[src/common/arith_timing_defs.vh]
// timing table and encodings for the add/subtract/compare timing unit
// Behaviour
// - word_reg with short_direct_operand: 4 bytes 4 states, source 3 and 3.
// - byte_reg with long_direct_operand: 5 bytes 3 states, source 4 and 2, plus external.
// - word_reg with long_direct_operand: 5 bytes 4 states, source 4 and 3, plus memory.
// - byte_reg through word pointer 4/3, dword pointer 4/4; source one less each.
// - carry form with bank_byte_reg: uses carry, 1 byte 1 state, source 2 and 2.
// - carry form with immediate or short direct: 2 bytes, 1 state, both modes.
// - carry form through pointer_byte_reg: 1 byte 2 states, source 2 bytes 3 states.
// - flagged direct form on port 0 to 3 adds 1 state, peripheral register adds 2.
// - byte form flagged for external memory adds wait states plus two; word long form adds twice that.
// - compare two word registers: 3 bytes 3 states, source 2 and 2.
// - compare two dword registers: 3 bytes 5 states, source 2 and 4.
// - compare byte_reg with immediate byte: 4 bytes 3 states, source 3 and 2.
// - compare word_reg with 16-bit immediate: 5 bytes 4 states, source 4 and 3.
// - compare dword_reg with zero-extended immediate: 5 bytes 6 states, source 4 and 5.
// - compare dword_reg with one-filled immediate: same 5/6 and 4/5 costs.
// - compare byte_reg with short direct: 4/3, source 3/2, plus port or peripheral.
// - compare word_reg with short direct: 4 bytes 4 states, source 3 and 3.
// - compare byte_reg with long direct: 5/3, source 4/2, plus external wait penalty.
// - compare word_reg with long direct: 5/4, source 4/3, plus memory penalty.
// - compare byte_reg through word pointer 4/3, dword pointer 4/4; source one less.
`ifndef ARITH_TIMING_DEFS_VH
`define ARITH_TIMING_DEFS_VH

// operation classes
`define OP_PLAIN          2'h0
`define OP_WITH_CARRY     2'h1
`define OP_COMPARE        2'h2

// operand forms
`define FORM_ACC_BANK     5'h00
`define FORM_ACC_SHORT    5'h01
`define FORM_ACC_PTR      5'h02
`define FORM_ACC_IMM      5'h03
`define FORM_BYTE_BYTE    5'h04
`define FORM_WORD_WORD    5'h05
`define FORM_DWORD_DWORD  5'h06
`define FORM_BYTE_IMM     5'h07
`define FORM_WORD_IMM     5'h08
`define FORM_DWORD_IMM0   5'h09
`define FORM_DWORD_IMM1   5'h0a
`define FORM_BYTE_SHORT   5'h0b
`define FORM_WORD_SHORT   5'h0c
`define FORM_BYTE_LONG    5'h0d
`define FORM_WORD_LONG    5'h0e
`define FORM_BYTE_AT_WORD 5'h0f
`define FORM_BYTE_AT_DW   5'h10

// where the memory operand lies
`define LOC_INTERNAL      2'h0
`define LOC_IO_PORT       2'h1
`define LOC_PERIPH_SFR    2'h2
`define LOC_EXTERNAL      2'h3

// operand widths
`define WID_BYTE          2'h0
`define WID_WORD          2'h1
`define WID_DWORD         2'h2

// penalties in states
`define PEN_IO_PORT       6'h01
`define PEN_PERIPH_SFR    6'h02
`define PEN_EXT_BASE      6'h02

// penalty classes of a form
`define PCL_NONE          2'h0
`define PCL_SFR           2'h1
`define PCL_EXT1          2'h2
`define PCL_EXT2          2'h3

// reset values
`define RST_BYTES         3'h0
`define RST_STATES        6'h00
`define RST_WORD          32'h00000000

`endif

[src/verilog/arith_compare_timing.v]
// length, state timing and arithmetic of add/subtract, carry and compare forms
`timescale 1ns/10ps
`default_nettype none
`include "arith_timing_defs.vh"

module arith_compare_timing (
    input  wire        clk_sys,
    input  wire        rst,
    input  wire        start,
    input  wire [1:0]  op_class,
    input  wire        subtract,
    input  wire [4:0]  form,
    input  wire        source_mode,
    input  wire [1:0]  operand_loc,
    input  wire [3:0]  wait_states,
    input  wire [31:0] dest_operand,
    input  wire [31:0] src_operand,
    input  wire        carry_in,
    output reg         busy,
    output reg         done,
    output reg         illegal,
    output reg  [2:0]  instr_bytes,
    output reg  [5:0]  exec_states,
    output reg  [31:0] result,
    output reg         write_back,
    output reg         carry_out,
    output reg         overflow,
    output reg         zero,
    output reg         negative
);

    localparam ST_IDLE = 1'b0;
    localparam ST_RUN  = 1'b1;

    reg        state;
    reg  [5:0] remaining;
    // the class is held since the op_class input may change while busy
    reg  [1:0] op_class_held;

    reg  [2:0] base_bytes;
    reg  [5:0] base_states;
    reg  [1:0] pen_class;
    reg  [1:0] width;
    reg        form_ok;
    reg  [5:0] penalty;
    reg  [5:0] next_states;
    reg  [2:0] next_bytes;

    reg  [31:0] opa;
    reg  [31:0] opb;
    reg  [32:0] raw;
    reg  [31:0] next_result;
    reg         use_carry;
    reg         is_sub;
    reg         next_cy;
    reg         next_ov;
    reg         next_n;
    reg         sa;
    reg         sb;

    // binary mode table; source mode adjusts below
    always @* begin
        base_bytes  = 3'h0;
        base_states = 6'h00;
        pen_class   = `PCL_NONE;
        width       = `WID_BYTE;
        form_ok     = 1'b1;
        case (form)
            `FORM_ACC_BANK: begin
                base_bytes  = source_mode ? 3'h2 : 3'h1;
                base_states = source_mode ? 6'h02 : 6'h01;
            end
            `FORM_ACC_SHORT: begin
                base_bytes  = 3'h2;
                base_states = 6'h01;
                pen_class   = `PCL_SFR;
            end
            `FORM_ACC_PTR: begin
                base_bytes  = source_mode ? 3'h2 : 3'h1;
                base_states = source_mode ? 6'h03 : 6'h02;
            end
            `FORM_ACC_IMM: begin
                base_bytes  = 3'h2;
                base_states = 6'h01;
            end
            `FORM_BYTE_BYTE: begin
                base_bytes  = source_mode ? 3'h2 : 3'h3;
                base_states = source_mode ? 6'h01 : 6'h02;
            end
            `FORM_WORD_WORD: begin
                base_bytes  = source_mode ? 3'h2 : 3'h3;
                base_states = source_mode ? 6'h02 : 6'h03;
                width       = `WID_WORD;
            end
            `FORM_DWORD_DWORD: begin
                base_bytes  = source_mode ? 3'h2 : 3'h3;
                base_states = source_mode ? 6'h04 : 6'h05;
                width       = `WID_DWORD;
            end
            `FORM_BYTE_IMM: begin
                base_bytes  = source_mode ? 3'h3 : 3'h4;
                base_states = source_mode ? 6'h02 : 6'h03;
            end
            `FORM_WORD_IMM: begin
                base_bytes  = source_mode ? 3'h4 : 3'h5;
                base_states = source_mode ? 6'h03 : 6'h04;
                width       = `WID_WORD;
            end
            `FORM_DWORD_IMM0: begin
                base_bytes  = source_mode ? 3'h4 : 3'h5;
                base_states = source_mode ? 6'h05 : 6'h06;
                width       = `WID_DWORD;
            end
            `FORM_DWORD_IMM1: begin
                base_bytes  = source_mode ? 3'h4 : 3'h5;
                base_states = source_mode ? 6'h05 : 6'h06;
                width       = `WID_DWORD;
                // the one-filled immediate exists only as a compare
                form_ok     = (op_class == `OP_COMPARE);
            end
            `FORM_BYTE_SHORT: begin
                base_bytes  = source_mode ? 3'h3 : 3'h4;
                base_states = source_mode ? 6'h02 : 6'h03;
                pen_class   = `PCL_SFR;
            end
            `FORM_WORD_SHORT: begin
                base_bytes  = source_mode ? 3'h3 : 3'h4;
                base_states = source_mode ? 6'h03 : 6'h04;
                width       = `WID_WORD;
            end
            `FORM_BYTE_LONG: begin
                base_bytes  = source_mode ? 3'h4 : 3'h5;
                base_states = source_mode ? 6'h02 : 6'h03;
                pen_class   = `PCL_EXT1;
            end
            `FORM_WORD_LONG: begin
                base_bytes  = source_mode ? 3'h4 : 3'h5;
                base_states = source_mode ? 6'h03 : 6'h04;
                width       = `WID_WORD;
                // two bus cycles for a word, so the wait penalty is doubled
                pen_class   = `PCL_EXT2;
            end
            `FORM_BYTE_AT_WORD: begin
                base_bytes  = source_mode ? 3'h3 : 3'h4;
                base_states = source_mode ? 6'h02 : 6'h03;
                pen_class   = `PCL_EXT1;
            end
            `FORM_BYTE_AT_DW: begin
                base_bytes  = source_mode ? 3'h3 : 3'h4;
                base_states = source_mode ? 6'h03 : 6'h04;
                pen_class   = `PCL_EXT1;
            end
            default: begin
                form_ok = 1'b0;
            end
        endcase
        // accumulator forms carry no plain or compare variant here
        if (form <= `FORM_ACC_IMM && op_class != `OP_WITH_CARRY) begin
            form_ok = 1'b0;
        end
        if (op_class == `OP_WITH_CARRY && form > `FORM_ACC_IMM) begin
            form_ok = 1'b0;
        end
        if (op_class == 2'h3) begin
            form_ok = 1'b0;
        end
    end

    // penalty only for forms that carry the matching flag
    always @* begin
        penalty = 6'h00;
        case (pen_class)
            `PCL_SFR: begin
                if (operand_loc == `LOC_IO_PORT) begin
                    penalty = `PEN_IO_PORT;
                end else if (operand_loc == `LOC_PERIPH_SFR) begin
                    penalty = `PEN_PERIPH_SFR;
                end
            end
            `PCL_EXT1: begin
                if (operand_loc == `LOC_EXTERNAL) begin
                    penalty = {2'h0, wait_states} + `PEN_EXT_BASE;
                end
            end
            `PCL_EXT2: begin
                if (operand_loc == `LOC_EXTERNAL) begin
                    penalty = {1'b0, wait_states, 1'b0} + `PEN_EXT_BASE + `PEN_EXT_BASE;
                end
            end
            default: begin
                penalty = 6'h00;
            end
        endcase
        next_states = base_states + penalty;
        next_bytes  = base_bytes;
    end

    // operand shaping and arithmetic at the form's width
    always @* begin
        opa = dest_operand;
        opb = src_operand;
        case (width)
            `WID_BYTE: begin
                opa = {24'h000000, dest_operand[7:0]};
                opb = {24'h000000, src_operand[7:0]};
            end
            `WID_WORD: begin
                opa = {16'h0000, dest_operand[15:0]};
                opb = {16'h0000, src_operand[15:0]};
            end
            default: begin
                opa = dest_operand;
                opb = src_operand;
            end
        endcase
        if (form == `FORM_DWORD_IMM0) begin
            opb = {16'h0000, src_operand[15:0]};
        end else if (form == `FORM_DWORD_IMM1) begin
            opb = {16'hffff, src_operand[15:0]};
        end
        use_carry = (op_class == `OP_WITH_CARRY) & carry_in;
        is_sub    = (op_class == `OP_COMPARE) | subtract;
        if (is_sub) begin
            raw = {1'b0, opa} - {1'b0, opb} - {32'h00000000, use_carry};
        end else begin
            raw = {1'b0, opa} + {1'b0, opb} + {32'h00000000, use_carry};
        end
        case (width)
            `WID_BYTE: begin
                next_result = {24'h000000, raw[7:0]};
                next_cy     = raw[8];
                sa          = opa[7];
                sb          = opb[7];
                next_n      = raw[7];
            end
            `WID_WORD: begin
                next_result = {16'h0000, raw[15:0]};
                next_cy     = raw[16];
                sa          = opa[15];
                sb          = opb[15];
                next_n      = raw[15];
            end
            default: begin
                next_result = raw[31:0];
                next_cy     = raw[32];
                sa          = opa[31];
                sb          = opb[31];
                next_n      = raw[31];
            end
        endcase
        if (is_sub) begin
            next_ov = (sa != sb) & (next_n != sa);
        end else begin
            next_ov = (sa == sb) & (next_n != sa);
        end
    end

    // one state per clock; done pulses after the last state
    always @(posedge clk_sys or posedge rst) begin
        if (rst) begin
            state       <= ST_IDLE;
            remaining   <= `RST_STATES;
            busy        <= 1'b0;
            done        <= 1'b0;
            illegal     <= 1'b0;
            instr_bytes <= `RST_BYTES;
            exec_states <= `RST_STATES;
            result      <= `RST_WORD;
            write_back  <= 1'b0;
            carry_out   <= 1'b0;
            overflow    <= 1'b0;
            zero        <= 1'b0;
            negative    <= 1'b0;
        end else begin
            done       <= 1'b0;
            write_back <= 1'b0;
            case (state)
                ST_IDLE: begin
                    if (start) begin
                        illegal <= ~form_ok;
                        if (form_ok) begin
                            instr_bytes <= next_bytes;
                            exec_states <= next_states;
                            remaining   <= next_states - 6'h01;
                            result      <= next_result;
                            carry_out   <= next_cy;
                            overflow    <= next_ov;
                            zero        <= (next_result == 32'h00000000);
                            negative    <= next_n;
                            busy        <= 1'b1;
                            state       <= ST_RUN;
                        end
                    end
                end
                ST_RUN: begin
                    if (remaining == 6'h00) begin
                        busy  <= 1'b0;
                        done  <= 1'b1;
                        // a compare only leaves flags behind
                        write_back <= (op_class_held != `OP_COMPARE);
                        state <= ST_IDLE;
                    end else begin
                        remaining <= remaining - 6'h01;
                    end
                end
                default: begin
                    state <= ST_IDLE;
                    busy  <= 1'b0;
                end
            endcase
        end
    end

    always @(posedge clk_sys or posedge rst) begin
        if (rst) begin
            op_class_held <= `OP_PLAIN;
        end else if (state == ST_IDLE && start && form_ok) begin
            op_class_held <= op_class;
        end
    end

endmodule
`default_nettype wire

[config.mk]
export PLATFORM = sky130hd
export DESIGN_NAME = arith_compare_timing
export DESIGN_NICKNAME = d
export VERILOG_FILES = /design/src/verilog/arith_compare_timing.v
export VERILOG_INCLUDE_DIRS = /design/src /design/src/common
export SDC_FILE = /design/constraint.sdc
export NUM_CORES = 1
export LEC_CHECK = 0
export BUFFER_PORTS_ARGS = -buffer_cell sky130_fd_sc_hd__buf_2
export CAP_MARGIN = 30
export CORE_ASPECT_RATIO = 0.5
export CORE_UTILIZATION = 30
export CTS_CLUSTER_SIZE = 12
export DETAILED_ROUTE_END_ITERATION = 6
export PLACE_DENSITY_LB_ADDON = 0.2
export SLEW_MARGIN = 20
export SYNTH_ARGS = -nofsm -noshare
export SYNTH_HDL_FRONTEND = slang
export SYNTH_SLANG_ARGS = --single-unit
[constraint.sdc]
create_clock -name clk_sys -period 3.1 [get_ports clk_sys]
set_input_delay 0 -clock clk_sys [delete_from_list [all_inputs] [get_ports clk_sys]]
set_output_delay 0 -clock clk_sys [all_outputs]
set_load 0.02 [all_outputs]
==> impl_metrics.json, run 1 <==
{
  "final_hold_viol_count": 0,
  "rsz0062_at_grt": "true",
  "yosys_warnings": 0,
  "synth-edff-count": 0,
  "fin_nets": 1741,
  "grt.busiest_layer": "met2",
  "yosysSeqAreaShare_pct": 17.3,
  "whs_ns": 0.0593,
  "mostFrequentLayoutCell": "buf_4",
  "io_buffers": 131,
  "met3_usage_pct": 2.58,
  "fin_skew_ns": 0.00620,
  "tritoncts": "yes",
  "io_pins": 132,
  "worst_pin_slew_ns": 0.507,
  "synth_area_leaders": "dfrtp_1, ha_1, nand2_1, inv_1, a21oi_1",
  "grt_pass1_wl_um": 50300,
  "viasPerCell": 5.10,
  "start_util_pct": 31.1,
  "synthArstFlopShare_pct": 100,
  "die_h_um": 120,
  "yosysUniqueCellTypes": 81,
  "firstDrtPassIters": 7,
  "dieArea_mm2": 0.0287,
  "cts_buffers": 9,
  "syn2layout_area_growth_pct": 61.5,
  "setup_violations": 21,
  "placed_cells": 1883,
  "synthesis.area_mm2": 0.00839,
  "worstPathRequired_ns": 3.36,
  "failed_checks": "negative setup slack",
  "multi_input_area_mm2": 0.00746,
  "min_period_ns": 3.69,
  "dpl.hpwl_um": 25100,
  "final-seq-area_mm2": 0.00145,
  "timing.final.crit_share_pct": 119,
  "grt.met1_usage_pct": 30.0,
  "drtIter0Drc": 526,
  "crit_type": "in2reg",
  "p_per_area_mw_per_mm2": 426,
  "antenna_found_initial": 0,
  "yosys.area.top_type": "dfrtp_1",
  "cts.sinks": 58,
  "grtUsageMet2_pct": 36.9,
  "place_area_mm2": 0.0121,
  "path_clk_slew_ns": 0.05,
  "ir_worst_vdd_mv": 0.317,
  "drv_cap": 0,
  "clockBufferDepth": 2,
  "stdcell_count": 1936,
  "status": "finished, violations left",
  "drc": 0,
  "grt_max_degree": 49,
  "core_mm2": 0.0270,
  "worstPathMaxFanout": 12,
  "arrival_ns": 3.95,
  "setup_ws_ns": -0.589,
  "fmax_ghz": 0.271,
  "drv_slew": 0,
  "synth_cells": 1119,
  "via_count": 9870,
  "insertion_delay_ns": 0.32,
  "cts_root_buf": "clkbuf_16",
  "overflow": 0,
  "grt_pass1_vias": 9790,
  "nFillCells": 2569,
  "drt_wl_total_um": 31400,
  "drive_above_1_share_pct": 44.1,
  "most-common-layout-cells": "buf_4, buf_2, nand2_1",
  "end_kind": "register",
  "hold_class": "in2reg",
  "syn-num-nets": 1304,
  "leakage_nw": 6.57,
  "row_count": 42,
  "maxSlewHeadroom_pct": 65.3,
  "synth-seq-cells": 58,
  "cts_max_level": 3,
  "start_kind": "input pin",
  "wl_per_cell_um": 16.2,
  "grt_usage_pct": 21.7,
  "synth_ff_type": "dfrtp_1",
  "ant_nets": 0,
  "synth.avg_cell_area_um2": 7.50,
  "final_cell_area_mm2": 0.0136,
  "die_w_um": 239,
  "synth_top_area_share_pct": 17.3,
  "gp_congestion": 0.895
}
-- stage by stage --
stage                     worst slack [ns]  utilization [%]  power [mW]  TNS [ns]
after floorplan                     -0.784                -        2.86     -9.34
after global placement               -1.31             44.7        4.06    -19.73
after detailed placement             -1.31             44.7        4.11    -21.53
after CTS                           -0.650             49.1        5.64     -6.65
after global routing                -0.766             50.3        6.13     -9.74
final                               -0.589             50.3        5.77     -6.97
-- cell families (layout without fill, tap and decap cells) --
| group | Yosys count | count (layout) | share of synthesized area, % |
|---|---|---|---|
| buf+inv | 154 | 596 | 7.16 |
| compound gates | 349 | 349 | 28.5 |
| other cells | 0 | 1 | 0 |
| xor+xnor | 35 | 35 | 3.65 |
| mux | 37 | 37 | 4.67 |
| simple gates | 384 | 384 | 23.0 |
| fa+ha+maj | 102 | 102 | 15.7 |
| flops | 58 | 58 | 17.3 |
-- area by class of cell --
type	count	share of cell area, %
Clock inverter	5	0.739
Sequential cell	58	10.7
Clock buffer	11	1.87
Multi-Input combinational cell	907	55.0
Tap cell	374	3.45
Timing Repair Buffer	476	25.3
Inverter	104	2.90
Antenna cell	1	0.0185
-- registers in the layout (all words and copies together), names as in the netlist --
name and count:
busy 1, carry_out 1, done 1, exec_states 6
illegal 1, instr_bytes 3, negative 1, op_class_held 2
overflow 1, remaining 6, result 32, state 1
write_back 1, zero 1
-- path summary, 6_finish.rpt --
check	start	end	slack, ns	depth (start not counted)
min in group asynchronous	rst	result[27]$_DFFE_PP0P_	0.18	3
max in group asynchronous	rst	result[11]$_DFFE_PP0P_	2.40	4
setup / recovery	form[0]	zero$_DFFE_PP0P_	-0.59	21
setup reg to reg	state$_DFF_PP0_	zero$_DFFE_PP0P_	0.42	12
hold / removal	op_class[1]	op_class_held[1]$_DFFE_PP0P_	0.06	3
hold reg to reg	result[0]$_DFFE_PP0P_	result[0]$_DFFE_PP0P_	0.48	2
-- critical path: stages --
cell       delay [ns]
buf_8            0.10
nor4bb_4         0.15
a221o_1          0.37
or2_4            0.27
buf_12           0.15
and2_4           0.17
ha_4             0.25
ha_4             0.29
buf_6            0.13
nand2_8          0.07
nor2_4           0.13
a32oi_4          0.15
o211ai_1         0.29
buf_4            0.21
a21oi_2          0.06
a31oi_2          0.24
mux2i_1          0.25
a211oi_2         0.13
nor4_2           0.29
o2111ai_1        0.14
nand2_1          0.08
-- synthesized netlist by cell type (all sizes together), types with 6 or more instances --
library cell	n
o31ai	13
a211oi	13
nor4	13
and3	16
nand4	7
a31oi	13
or2	9
a2111oi	6
nand2	110
nand3	29
nor3	28
nor3b	8
nor2	68
mux2	17
ha	97
o211ai	15
nand2b	18
mux2i	20
or3	14
a21oi	76
nor2b	12
o21ai	67
xnor2	22
clkbuf	31
o22ai	10
a211o	7
xor2	13
inv	104
and2	38
a21o	22
buf	19
a21boi	6
o21a	32
dfrtp	58
-- layer usage --
| metal | part of all wire (%) | wire length, um |
|---|---|---|
| met1 | 49 | 15400 |
| met2 | 46 | 14600 |
| met3 | 3.5 | 1090 |
| met4 | 1.1 | 331 |
| met5 | 0 | 0 |
-- what timing repair did --
item | in CTS | in global routing
endpoints found under the hold margin | 41 | 0
endpoints found under the setup margin | 23 | 26
hold buffers | 2 | 0
pin swaps | 48 | 20
gates cloned | 1 | 0
resized for setup | 150 | 49
setup buffers | 27 | 11
-- power by group --
part / total, mW / internal, mW / leakage (nW) / switching, mW
clock: 1.15 / 0.824 / 0.176 / 0.326
combinational: 3.49 / 1.70 / 5.64 / 1.79
sequential: 1.13 / 0.984 / 0.755 / 0.146
total: 5.77 / 3.51 / 6.57 / 2.26
No activity file was read; power rests on OpenSTA's default activity.
==> run 2, diff against run 1 <==
--- a/config.mk
+++ b/config.mk
@@ -9,10 +9,11 @@
 export BUFFER_PORTS_ARGS = -buffer_cell sky130_fd_sc_hd__buf_2
 export CAP_MARGIN = 30
 export CORE_ASPECT_RATIO = 0.5
-export CORE_UTILIZATION = 30
+export CORE_UTILIZATION = 40
 export CTS_CLUSTER_SIZE = 12
 export DETAILED_ROUTE_END_ITERATION = 6
 export PLACE_DENSITY_LB_ADDON = 0.2
+export SETUP_SLACK_MARGIN = 0.15
 export SLEW_MARGIN = 20
 export SYNTH_ARGS = -nofsm -noshare
 export SYNTH_HDL_FRONTEND = slang
==> run 2 against run 1 <==
Against the previous run:
- the flow finishes with violations (design-rule violations, negative setup slack)
- worst hold slack improved by 0.0033 ns
- combinational power is 3% lower
- fmax decreased by 2.8%
- cell count decreased by 4.9%
- cell area shrank 1.0%
- sequential power about the same
- total power decreased by 6.3%
- die area down 25%
- flip-flop and latch count is the same
- worst setup slack got worse by 0.11 ns
- largest power group unchanged
==> impl_metrics.json, run 2 (synthesis gave the netlist of run 1 again) <==
{
  "status": "finished, violations left",
  "failed_checks": "design-rule violations, negative setup slack",
  "end_kind": "register",
  "grt_pass1_wl_um": 49400,
  "whs_ns": 0.0625,
  "reg2reg_from": "state$_DFF_PP0_",
  "fin_nets": 1748,
  "drt_wl_total_um": 30600,
  "cts.sinks": 58,
  "start_kind": "input pin",
  "placed_cells": 1785,
  "r2r-end": "zero$_DFFE_PP0P_",
  "fmax_ghz": 0.263,
  "io_buffers": 131,
  "drc": 14,
  "viasPerCell": 5.49,
  "hold_class": "in2reg",
  "dpl.hpwl_um": 23700,
  "wl_per_cell_um": 16.6,
  "maxSlewHeadroom_pct": 42.0,
  "grt_max_degree": 49,
  "antenna_found_initial": 1,
  "worstPathRequired_ns": 3.36,
  "tritoncts": "yes",
  "drv_cap": 0,
  "worst-path-stages": 20,
  "mostFrequentLayoutCell": "buf_4",
  "drtIter0Drc": 591,
  "crit_chain": "buf_8 > nor4bb_1 > a221o_1 > or2_4 > buf_12 > and2_4 > ha_4 > ha_4 > a21o_1 > a31o_4 > a32oi_4 > o211ai_1 > a211oi_2 > mux2i_1 > o31ai_1 > buf_4 > nor4_2 > buf_4 > o2111ai_1 > nand2_1",
  "pre_cts_ws_ns": -1.16,
  "start_util_pct": 40.8,
  "drive_above_1_share_pct": 43.7,
  "min_period_ns": 3.80,
  "setup_violations": 21,
  "insertion_delay_ns": 0.33,
  "crit_type": "in2reg",
  "timing.final.crit_share_pct": 122,
  "worst_pin_slew_ns": 0.869,
  "gp_congestion": 0.943,
  "final_hold_viol_count": 0,
  "path_clk_slew_ns": 0.05,
  "regMostFlops": "result",
  "leakage_nw": 6.53,
  "reg2reg_slack_ns": 0.32,
  "rsz0062_at_grt": "true",
  "ir_worst_vdd_mv": 0.268,
  "crit_path_start": "form[0]",
  "endpoint": "zero$_DFFE_PP0P_",
  "most-common-layout-cells": "buf_4, buf_2, nand2_1",
  "drv_slew": 0,
  "clockBufferDepth": 2,
  "reg_top3": "result x32, exec_states x6, remaining x6",
  "syn2layout_area_growth_pct": 59.9,
  "largest_reg_flops": 32,
  "crit_slowest_cell": "a221o_1",
  "stdcell_count": 1842,
  "fin_skew_ns": 0.00891,
  "ant_nets": 0,
  "worstPathMaxFanout": 5,
  "worst-r2r-cell-count": 12,
  "setup_ws_ns": -0.695,
  "tns_ns": -7.57,
  "cts_max_level": 3,
  "via_count": 10100,
  "overflow": 0,
  "io_pins": 132,
  "cp_top_family": "compound AO/OA/AOI/OAI gates",
  "core_mm2": 0.0206,
  "dieArea_mm2": 0.0216,
  "die_h_um": 104,
  "firstDrtPassIters": 7,
  "row_count": 37,
  "path_buf_inv": 4,
  "grt_usage_pct": 28.4,
  "die_w_um": 207,
  "cts_buffers": 9,
  "grt_pass1_vias": 9956,
  "arrival_ns": 4.06,
  "slowest_delay_ns": 0.36,
  "p_per_area_mw_per_mm2": 403,
  "cts_root_buf": "clkbuf_16"
}
[run 2: changes by cell type in the layout (fill, tap and decap cells not counted), sizes merged]
cell      delta
buf          +8
bufinv       -3
clkbuf       -2
clkinvlp     +3
diode        +1
[run 2: through the flow]
stage	area [um^2]	power [mW]	util, %
after detailed placement	12000	4.06	58.2
after CTS	13200	5.31	64.0
after floorplan	8860	2.86	-
after global placement	12000	4.00	58.2
final	13400	5.41	65.3
after global routing	13400	5.74	65.2
[run 2: cell type report]
class	count	area [um^2]
fill	1813	7140
timing repair buffer	483	3520
tap	273	342
antenna	2	5.00
clock buffer	10	229
multi-input combinational	907	7440
inverter	104	395
clock inverter	5	32.5
sequential	58	1450
[run 2: worst min path at each step]
| stage | start | end | slack [ns] | cells after the start |
|---|---|---|---|---|
| detailed placement | rst | result[22]$_DFFE_PP0P_ | 0.19 | 2 |
| global placement | rst | result[24]$_DFFE_PP0P_ | 0.17 | 2 |
| finish | op_class[1] | op_class_held[1]$_DFFE_PP0P_ | 0.06 | 3 |
| global route | op_class[1] | op_class_held[1]$_DFFE_PP0P_ | 0.06 | 3 |
| floorplan | op_class[1] | op_class_held[1]$_DFFE_PP0P_ | 0.15 | 1 |
| CTS | op_class[1] | op_class_held[1]$_DFFE_PP0P_ | 0.05 | 3 |
[run 2: power by group]
group / leakage [nW] / total, mW / switching [mW] / internal (mW)
combinational: 5.65 / 3.40 / 1.74 / 1.66
clock: 0.120 / 0.880 / 0.348 / 0.532
sequential: 0.755 / 1.13 / 0.143 / 0.983
total: 6.53 / 5.41 / 2.23 / 3.18
[run 2: repair_timing]
action,4_1_cts,5_1_grt
gates cloned,2,0
hold buffers,2,0
setup endpoints to repair,29,30
gates resized for setup,150,46
endpoints found under the hold margin,37,0
buffers inserted,32,4
pin swaps,53,28
[run 2: worst min-delay path, cell delays in order]
cell and delay (ns):
buf_2 0.10, buf_4 0.11, mux2_2 0.14
[run 2: routing by layer]
metal / vias to the layer above / global-route usage [%] / part of all wire (%)
met5: - / 0 / 0.043
met4: 2 / 5.42 / 1.3
met3: 35 / 3.98 / 4.8
li1: 4946 / - / -
met1: 4874 / 38.8 / 47
met2: 249 / 47.5 / 47
